### src/pkg/fcsc_pkg.sv
// ----------------------------------------------------------------
// Shared constants and types for the fast call selector check unit
// ----------------------------------------------------------------
package fcsc_pkg;
  // Selector geometry
  localparam int FCSC_SEL_W = 16;
  localparam int FCSC_NULL_LSB = 2; // Index and table bits start here
  localparam int FCSC_NSEG = 6;
  localparam int FCSC_SEG_W = 3;
  localparam int FCSC_MSR_W = 32;
  localparam int FCSC_DATA_W = 32;

  // Segment register numbering
  localparam logic [2:0] FCSC_SEG_ES = 3'h0;
  localparam logic [2:0] FCSC_SEG_CS = 3'h1;
  localparam logic [2:0] FCSC_SEG_SS = 3'h2;
  localparam logic [2:0] FCSC_SEG_DS = 3'h3;
  localparam logic [2:0] FCSC_SEG_FS = 3'h4;
  localparam logic [2:0] FCSC_SEG_GS = 3'h5;

  // Derivation lanes, each one adder plus a null test
  localparam int FCSC_NDRV = 5;
  localparam int FCSC_DRV_LOAD = 0;
  localparam int FCSC_DRV_ENTRY_CS = 1;
  localparam int FCSC_DRV_ENTRY_SS = 2;
  localparam int FCSC_DRV_EXIT_CS = 3;
  localparam int FCSC_DRV_EXIT_SS = 4;
  localparam logic [15:0] FCSC_OFS_NONE = 16'h0000;
  localparam logic [15:0] FCSC_OFS_ENTRY_SS = 16'h0008;
  localparam logic [15:0] FCSC_OFS_EXIT_CS = 16'h0010;
  localparam logic [15:0] FCSC_OFS_EXIT_SS = 16'h0018;
  localparam logic [15:0] FCSC_DRV_OFS [FCSC_NDRV] = '{FCSC_OFS_NONE, FCSC_OFS_NONE,
    FCSC_OFS_ENTRY_SS, FCSC_OFS_EXIT_CS, FCSC_OFS_EXIT_SS};

  // Values after reset
  localparam logic [15:0] FCSC_SEL_RST = 16'h0000;
  localparam logic FCSC_NULL_RST = 1'b1;
  localparam logic [15:0] FCSC_BASE_RST = 16'h0000;
  localparam logic [31:0] FCSC_RDATA_RST = 32'h0000_0000;
  localparam logic [15:0] FCSC_GP_CODE = 16'h0000;

  // Requests
  typedef enum logic [2:0] {
    FCSC_OP_SEG_LOAD = 3'h0,
    FCSC_OP_MEM_USE = 3'h1,
    FCSC_OP_ENTRY = 3'h2,
    FCSC_OP_EXIT = 3'h3,
    FCSC_OP_MSR_RD = 3'h4,
    FCSC_OP_MSR_WR = 3'h5
  } fcsc_op_t;

  // Exception classes
  typedef enum logic [1:0] {
    FCSC_EXC_NONE = 2'h0,
    FCSC_EXC_GP = 2'h1,
    FCSC_EXC_STACK = 2'h2
  } fcsc_exc_t;

  // Sequencer, Gray along idle, exec, resp
  typedef enum logic [1:0] {
    FCSC_ST_IDLE = 2'h0,
    FCSC_ST_EXEC = 2'h1,
    FCSC_ST_RESP = 2'h3
  } fcsc_state_t;
endpackage

### src/core/fcsc_sel_derive.sv
`timescale 1ns/1ps
// ----------------------------------------------------------------
// Selector adder with null detection
// ----------------------------------------------------------------
module fcsc_sel_derive (
  input wire logic [15:0] base_sel,
  input wire logic [15:0] offset,
  output logic [15:0] sum_sel,
  output logic sum_null
);
  import fcsc_pkg::*;

  // Sixteen-bit add, carry out dropped so the sum wraps
  always_comb begin
    sum_sel = 16'(base_sel + offset);
  end

  // Privilege bits play no part in the null test
  always_comb begin
    sum_null = ~|sum_sel[FCSC_SEL_W-1:FCSC_NULL_LSB];
  end
endmodule

### src/core/fcsc_msr_check.sv
`timescale 1ns/1ps
// ----------------------------------------------------------------
// Model register index decode
// ----------------------------------------------------------------
module fcsc_msr_check #(
  parameter logic [31:0] IMPL_LO = 32'h0000_0000,
  parameter logic [31:0] IMPL_HI = 32'h0000_00ff,
  parameter logic [31:0] BASE_INDEX = 32'h0000_0100
) (
  input wire logic [fcsc_pkg::FCSC_MSR_W-1:0] index,
  output logic idx_valid,
  output logic idx_is_base
);
  import fcsc_pkg::*;

  // Base register sits outside the plain window
  always_comb begin
    idx_is_base = (index == BASE_INDEX);
    idx_valid = idx_is_base || ((index >= IMPL_LO) && (index <= IMPL_HI));
  end
endmodule

### src/core/fcsc_top.sv
`timescale 1ns/1ps
module fcsc_top #(
  parameter logic [31:0] IMPL_LO = 32'h0000_0000,
  parameter logic [31:0] IMPL_HI = 32'h0000_00ff,
  parameter logic [31:0] BASE_INDEX = 32'h0000_0100
) (
  input wire logic sys_clk,
  input wire logic rstn,
  input wire logic op_valid,
  input wire fcsc_pkg::fcsc_op_t op_kind,
  input wire logic [fcsc_pkg::FCSC_SEG_W-1:0] op_seg,
  input wire logic [fcsc_pkg::FCSC_SEL_W-1:0] op_selector,
  input wire logic [fcsc_pkg::FCSC_MSR_W-1:0] op_msr_index,
  input wire logic [fcsc_pkg::FCSC_DATA_W-1:0] op_wdata,
  output logic op_ready,
  output logic done,
  output logic exc_valid,
  output fcsc_pkg::fcsc_exc_t exc_vector,
  output logic [15:0] exc_code,
  output logic [fcsc_pkg::FCSC_DATA_W-1:0] rdata,
  output logic [fcsc_pkg::FCSC_SEL_W-1:0] fast_call_code_selector_base,
  output logic [fcsc_pkg::FCSC_SEL_W-1:0] cs_selector,
  output logic [fcsc_pkg::FCSC_SEL_W-1:0] ss_selector,
  output logic [fcsc_pkg::FCSC_NSEG*fcsc_pkg::FCSC_SEL_W-1:0] seg_sel_flat,
  output logic [fcsc_pkg::FCSC_NSEG-1:0] seg_null
);
  import fcsc_pkg::*;

  // ----------------------------------------------------------------
  // Request capture and sequencer
  // ----------------------------------------------------------------
  fcsc_state_t state_r; // Sequencer state
  fcsc_state_t state_nxt; // Its next value
  fcsc_op_t req_op_r; // Captured request kind
  logic [FCSC_SEG_W-1:0] req_seg_r; // Captured segment number
  logic [15:0] req_sel_r; // Captured explicit selector
  logic [FCSC_MSR_W-1:0] req_idx_r; // Captured register index
  logic [FCSC_DATA_W-1:0] req_wdata_r; // Captured write data
  logic take; // Request accepted this cycle

  assign take = op_valid && op_ready;

  // Next state; one request in flight keeps the segment file coherent
  always_comb begin
    state_nxt = state_r;
    unique case (state_r)
      FCSC_ST_IDLE: begin
        if (take) begin
          state_nxt = FCSC_ST_EXEC;
        end
      end
      FCSC_ST_EXEC: begin
        state_nxt = FCSC_ST_RESP;
      end
      FCSC_ST_RESP: begin
        state_nxt = FCSC_ST_IDLE;
      end
      default: begin
        state_nxt = FCSC_ST_IDLE; // Illegal code recovers to idle
      end
    endcase
  end

  // State register
  always_ff @(posedge sys_clk or negedge rstn) begin
    if (!rstn) begin
      state_r <= FCSC_ST_IDLE;
    end else begin
      state_r <= state_nxt;
    end
  end

  // Ready flop, registered so the output has no path from inputs
  always_ff @(posedge sys_clk or negedge rstn) begin
    if (!rstn) begin
      op_ready <= 1'b1;
    end else begin
      op_ready <= (state_nxt == FCSC_ST_IDLE) && !take;
    end
  end

  // Request latch
  always_ff @(posedge sys_clk or negedge rstn) begin
    if (!rstn) begin
      req_op_r <= FCSC_OP_SEG_LOAD;
      req_seg_r <= FCSC_SEG_ES;
      req_sel_r <= FCSC_SEL_RST;
      req_idx_r <= FCSC_RDATA_RST;
      req_wdata_r <= FCSC_RDATA_RST;
    end else if (take) begin
      req_op_r <= op_kind;
      req_seg_r <= op_seg;
      req_sel_r <= op_selector;
      req_idx_r <= op_msr_index;
      req_wdata_r <= op_wdata;
    end
  end

  // ----------------------------------------------------------------
  // Selector derivation lanes
  // ----------------------------------------------------------------
  logic [15:0] drv_sel [FCSC_NDRV]; // Derived selectors
  logic drv_null [FCSC_NDRV]; // Their null tests

  // Lane zero checks the explicit selector, the rest start from the base
  generate
    for (genvar gi = 0; gi < FCSC_NDRV; gi++) begin : g_drv
      fcsc_sel_derive u_drv (
        .base_sel((gi == FCSC_DRV_LOAD) ? req_sel_r : fast_call_code_selector_base),
        .offset(FCSC_DRV_OFS[gi]),
        .sum_sel(drv_sel[gi]),
        .sum_null(drv_null[gi])
      );
    end
  endgenerate

  // ----------------------------------------------------------------
  // Model register index check
  // ----------------------------------------------------------------
  logic idx_valid; // Index is implemented
  logic idx_is_base; // Index names the base register

  fcsc_msr_check #(
    .IMPL_LO(IMPL_LO),
    .IMPL_HI(IMPL_HI),
    .BASE_INDEX(BASE_INDEX)
  ) u_msr (
    .index(req_idx_r),
    .idx_valid(idx_valid),
    .idx_is_base(idx_is_base)
  );

  // ----------------------------------------------------------------
  // Execution decode
  // ----------------------------------------------------------------
  logic [FCSC_NSEG-1:0] wr_en; // Segment update strobes
  logic [15:0] wr_sel [FCSC_NSEG]; // Segment update values
  logic [FCSC_NSEG-1:0] wr_null; // Segment update null flags
  fcsc_exc_t exc_nxt; // Exception raised by this request
  logic base_wr; // Base register write
  logic [FCSC_DATA_W-1:0] rdata_nxt; // Read return
  logic exec; // Request in execution

  assign exec = (state_r == FCSC_ST_EXEC);

  // One decode per request; faults block every architectural update
  always_comb begin
    wr_en = '0;
    wr_null = '0;
    for (int i = 0; i < FCSC_NSEG; i++) begin
      wr_sel[i] = req_sel_r;
    end
    exc_nxt = FCSC_EXC_NONE;
    base_wr = 1'b0;
    rdata_nxt = FCSC_RDATA_RST;
    if (exec) begin
      unique case (req_op_r)
        FCSC_OP_SEG_LOAD: begin
          if (drv_null[FCSC_DRV_LOAD] && ((req_seg_r == FCSC_SEG_CS) || (req_seg_r == FCSC_SEG_SS))) begin
            exc_nxt = FCSC_EXC_GP;
          end else begin
            wr_en[req_seg_r] = 1'b1;
            wr_null[req_seg_r] = drv_null[FCSC_DRV_LOAD];
          end
        end
        FCSC_OP_MEM_USE: begin
          // Stack segment reports as a stack exception, others as protection
          if (seg_null[req_seg_r]) begin
            exc_nxt = (req_seg_r == FCSC_SEG_SS) ? FCSC_EXC_STACK : FCSC_EXC_GP;
          end
        end
        FCSC_OP_ENTRY: begin
          // Null result is kept and flagged, never faulted here
          wr_en[FCSC_SEG_CS] = 1'b1;
          wr_sel[FCSC_SEG_CS] = drv_sel[FCSC_DRV_ENTRY_CS];
          wr_null[FCSC_SEG_CS] = drv_null[FCSC_DRV_ENTRY_CS];
          wr_en[FCSC_SEG_SS] = 1'b1;
          wr_sel[FCSC_SEG_SS] = drv_sel[FCSC_DRV_ENTRY_SS];
          wr_null[FCSC_SEG_SS] = drv_null[FCSC_DRV_ENTRY_SS];
        end
        FCSC_OP_EXIT: begin
          wr_en[FCSC_SEG_CS] = 1'b1;
          wr_sel[FCSC_SEG_CS] = drv_sel[FCSC_DRV_EXIT_CS];
          wr_null[FCSC_SEG_CS] = drv_null[FCSC_DRV_EXIT_CS];
          wr_en[FCSC_SEG_SS] = 1'b1;
          wr_sel[FCSC_SEG_SS] = drv_sel[FCSC_DRV_EXIT_SS];
          wr_null[FCSC_SEG_SS] = drv_null[FCSC_DRV_EXIT_SS];
        end
        FCSC_OP_MSR_RD: begin
          if (!idx_valid) begin
            exc_nxt = FCSC_EXC_GP;
          end else if (idx_is_base) begin
            rdata_nxt = {{(FCSC_DATA_W-FCSC_SEL_W){1'b0}}, fast_call_code_selector_base};
          end
        end
        FCSC_OP_MSR_WR: begin
          if (!idx_valid) begin
            exc_nxt = FCSC_EXC_GP;
          end else begin
            base_wr = idx_is_base;
          end
        end
        default: begin
          exc_nxt = FCSC_EXC_NONE; // Unused op codes do nothing
        end
      endcase
    end
  end

  // ----------------------------------------------------------------
  // Segment file, one lane per register
  // ----------------------------------------------------------------
  generate
    for (genvar gs = 0; gs < FCSC_NSEG; gs++) begin : g_seg
      // Selector and null flag always move together
      always_ff @(posedge sys_clk or negedge rstn) begin
        if (!rstn) begin
          seg_sel_flat[gs*FCSC_SEL_W +: FCSC_SEL_W] <= FCSC_SEL_RST;
          seg_null[gs] <= FCSC_NULL_RST;
        end else if (wr_en[gs]) begin
          seg_sel_flat[gs*FCSC_SEL_W +: FCSC_SEL_W] <= wr_sel[gs];
          seg_null[gs] <= wr_null[gs];
        end
      end
    end
  endgenerate

  // Copies of CS and SS for direct observation
  always_ff @(posedge sys_clk or negedge rstn) begin
    if (!rstn) begin
      cs_selector <= FCSC_SEL_RST;
      ss_selector <= FCSC_SEL_RST;
    end else begin
      if (wr_en[FCSC_SEG_CS]) begin
        cs_selector <= wr_sel[FCSC_SEG_CS];
      end
      if (wr_en[FCSC_SEG_SS]) begin
        ss_selector <= wr_sel[FCSC_SEG_SS];
      end
    end
  end

  // Base register; only the low sixteen bits are kept
  always_ff @(posedge sys_clk or negedge rstn) begin
    if (!rstn) begin
      fast_call_code_selector_base <= FCSC_BASE_RST;
    end else if (base_wr) begin
      fast_call_code_selector_base <= req_wdata_r[FCSC_SEL_W-1:0];
    end
  end

  // ----------------------------------------------------------------
  // Response
  // ----------------------------------------------------------------
  // Fault and read fields hold until the next request executes; done pulses for one cycle
  always_ff @(posedge sys_clk or negedge rstn) begin
    if (!rstn) begin
      done <= 1'b0;
      exc_valid <= 1'b0;
      exc_vector <= FCSC_EXC_NONE;
      exc_code <= FCSC_GP_CODE;
      rdata <= FCSC_RDATA_RST;
    end else begin
      done <= exec;
      if (exec) begin
        exc_valid <= (exc_nxt != FCSC_EXC_NONE);
        exc_vector <= exc_nxt;
        exc_code <= FCSC_GP_CODE;
        rdata <= rdata_nxt;
      end
    end
  end
endmodule

### config.mk
export PLATFORM = sky130hd
export DESIGN_NAME = fcsc_top
export DESIGN_NICKNAME = d
export VERILOG_FILES = /design/src/pkg/fcsc_pkg.sv /design/src/core/fcsc_sel_derive.sv /design/src/core/fcsc_msr_check.sv /design/src/core/fcsc_top.sv
export SDC_FILE = /design/constraint.sdc
export NUM_CORES = 1
export LEC_CHECK = 0
export ABC_CLOCK_PERIOD_IN_PS = 7440
export BUFFER_PORTS_ARGS = -buffer_cell sky130_fd_sc_hd__buf_4
export CAP_MARGIN = 20
export CORE_ASPECT_RATIO = 1.2
export CORE_MARGIN = 2
export CORE_UTILIZATION = 60
export DETAILED_ROUTE_END_ITERATION = 8
export GPL_TIMING_DRIVEN = 0
export PLACE_DENSITY = 0.95
export SLEW_MARGIN = 10
export SYNTH_ARGS = -nofsm -noshare
export SYNTH_HDL_FRONTEND = slang
export SYNTH_HIERARCHICAL = 1
export SYNTH_SLANG_ARGS = --single-unit
### constraint.sdc
create_clock -name sys_clk -period 7.44 [get_ports sys_clk]
set_input_delay 1.488 -clock sys_clk [delete_from_list [all_inputs] [get_ports sys_clk]]
set_output_delay 1.488 -clock sys_clk [all_outputs]
set_load 0.1 [all_outputs]
==> impl_results.md <==
- Die H: 169 µm
- First-pass GRT wire length: 61800 µm
- Longest Clk Path Bufs: 3
- Post-CTS Resized: 0
- Starting Density: 0.608
- Worst setup SP type: register
- ANT nets after route: 0
- Clock group share of total power: 0.139
- Clk sinks: between 200 and 250
- Setup bufs post-CTS: 0
- P_int: approximately 3.4 mW
- Post-Syn Area: roughly 14000 µm²
- CTS tree: yes
- Initial DRT Pass Iterations: 5
- Synth Warn #: 6
- RSZ-0062 raised after global routing: no
- Critical Path Sink Type: register
- Initial antenna violation count: 0
- HP Class: reg2reg
- Overflow after GRT: 0
- Worst flop-to-flop path endpoint: ss_selector[4]$_DFFE_PN0P_
- Ant diodes: 0
- Logic pwr share: 0.600
- Die area: 23800 µm²
- Reg2Reg Depth: 13
- Hold Slack: around 0.5 ns
- Avg Inst Size Synth: ~11 µm²
- Final hold violations: 0
- Clock transition at the registers of the reported paths: around 0.06 ns
- Detail Placement HPWL: ~28000 µm
- Num rows: 60
- Hold_buf cts: 0
- CTS root buffer: clkbuf_16
- FF-to-FF Start: req_sel_r[5]$_DFFE_PN0P_
- # IOs: 292
- Least-Margin Pin Slew: 0.869 ns
- H-tree depth: 1
- WHS Endpoint: seg_null[3]$_DFFE_PN1P_
- Die Width: 141 µm
- Post-synthesis cell count: about 1.3k
- Peak Freq: 0.191 GHz
- DRT iter0 DRCs: a little under 800
- Status: finished, final reports clean
- Max Slew Vio Count: 0
- Minimum clock period: 5.23 ns
- Final setup vio count: 0
- Clk Latency, worst-skew pair: approximately 0.52 ns
- Final cell utilization of the core: 0.758
- Net switching power figure: between 4 and 5 mW
- GP Congestion: 0.981
- Via count: 11.6k
- Sum Neg Setup Slack: 0 ns
- CP arrival: 5.63 ns
- Global Route Usage Sum: 0.325
- Drt wl/cell: roughly 20 µm
- Max-cap violation count: 0
- Synth-to-Final Area Change: 24.7%
- Vias in the first global route: 11.7k
- Cell leakage power: between 8 and 9 nW
- Tcrit/Tclk final: 0.703
- Sw frac: 0.557
- Slew margin rel.: 0.416
- Critical path class: reg2reg
- Peak supply drop: 0.564 mV
- Worst Skew: 0.0236 ns
- Critical path fanouts, max: 10
- WHS Path Cells: 2
- Final nets: between 1.5k and 2k
- Port Buffers: roughly 240
- Final wirelength: between 30000 and 40000 µm
- Number of remaining DRC errors: 0
- Pwr Density: 457 nW/µm²
- Reg2Reg Setup Slack: 2.21 ns
- Pin count of the biggest net entering global routing: between 70 and 80
- CTS Buf Count: 21
- Required time worst endpoint: around 7.8 ns
- Vias per cell: roughly 6.0
- Flop pwr share: 0.262
- HP Start: seg_null[3]$_DFFE_PN1P_
- Core Box Area: around 22000 µm²
- Fraction of layout cells with a size suffix above 1: 0.342
==> through the flow <==
step	instances	instance area [µm²]	worst slack [ns]	power, mW
2_1_floorplan	1381	14000	3.59	5.50
3_3_place_gp	1903	16200	2.76	6.40
3_5_place_dp	1905	16200	2.59	6.54
4_1_cts	1942	16900	2.34	7.65
5_1_grt	1942	16900	1.90	7.96
6_report	1942	16900	2.21	7.73
==> per-layer routing <==
layer | vias to the layer above | track usage | wire (µm)
li1 | 5201 | - | -
met1 | 5640 | 0.377 | 14200
met2 | 589 | 0.570 | 20100
met3 | 184 | 0.0475 | 2670
met4 | 0 | 0.193 | 2440
met5 | - | 0 | 0
==> cells in the final DEF, fill, tap and decap left out, types with 7 or more instances in the layout <==
cell type / count
a211oi_1: 11
a21o_1: 33
a21oi_1: 64
a22o_1: 16
a31oi_1: 9
and3_1: 7
buf_1: 9
buf_2: 14
buf_4: 309
buf_6: 10
clkbuf_1: 27
clkbuf_16: 21
conb_1: 117
dfrtp_1: 203
dfstp_2: 7
ha_1: 75
inv_1: 30
mux2_2: 135
mux2_4: 20
mux2i_1: 53
nand2_1: 90
nand2b_1: 7
nand3_1: 10
nor2_1: 39
nor2b_1: 9
nor3_1: 20
nor4_1: 8
o211ai_1: 21
o21a_1: 11
o21ai_0: 77
or3_1: 8
or4_1: 8
xnor2_1: 48
xor2_1: 19
==> final cells by class <==
cell class	count	area, µm²
clock buffers	30	589
well taps	279	349
repair buffers	245	1890
clock inverters	7	88.8
fillers	1350	5390
flip-flops and latches	210	5260
inverters	31	116
plain buffers	121	798
multi-input cells	1019	7820
==> power by group through the flow <==
stage	logic (mW)	registers [mW]	clock network (mW)
2_1_floorplan	2.06	3.45	0
3_3_place_gp	4.43	1.97	0
3_5_place_dp	4.53	2.00	0
4_1_cts	4.58	2.00	1.07
5_1_grt	4.80	2.05	1.12
6_report	4.63	2.02	1.07
==> flip-flops by register name, summed over array words and instances (netlist names) <==
| signal | count |
|---|---|
| cs_selector | 16 |
| done | 1 |
| exc_valid | 1 |
| exc_vector | 2 |
| fast_call_code_selector_base | 16 |
| op_ready | 1 |
| rdata | 16 |
| req_idx_r | 32 |
| req_op_r | 3 |
| req_seg_r | 3 |
| req_sel_r | 16 |
| req_wdata_r | 16 |
| seg_null | 6 |
| seg_sel_flat | 64 |
| ss_selector | 16 |
| state_r | 1 |
==> critical path: stages, from the launching register on <==
cell and delay [ns]:
dfrtp_1 0.53, ha_1 0.41, o21ai_1 0.21, nand2_1 0.13, xor2_1 0.15, or4_1 0.50, or4_1 0.40, or4b_1 0.49
nor4_2 0.55, inv_1 0.16, a41oi_1 0.70, clkbuf_1 0.51, nand2_1 0.21, o21ai_0 0.15
==> how the worst max path moves through the flow <==
stage,depth (start not counted),start,slack [ns],to
after floorplan,12,fast_call_code_selector_base[4]$_DFFE_PN0P_,3.59,seg_null[2]$_DFFE_PN1P_
after global placement,12,req_sel_r[5]$_DFFE_PN0P_,2.76,ss_selector[13]$_DFFE_PN0P_
after detailed placement,12,req_sel_r[5]$_DFFE_PN0P_,2.59,ss_selector[11]$_DFFE_PN0P_
after CTS,13,req_sel_r[5]$_DFFE_PN0P_,2.34,ss_selector[4]$_DFFE_PN0P_
after global routing,13,req_sel_r[5]$_DFFE_PN0P_,1.90,ss_selector[4]$_DFFE_PN0P_
final,13,req_sel_r[5]$_DFFE_PN0P_,2.21,ss_selector[4]$_DFFE_PN0P_
Power figures use the tool's default switching activity.
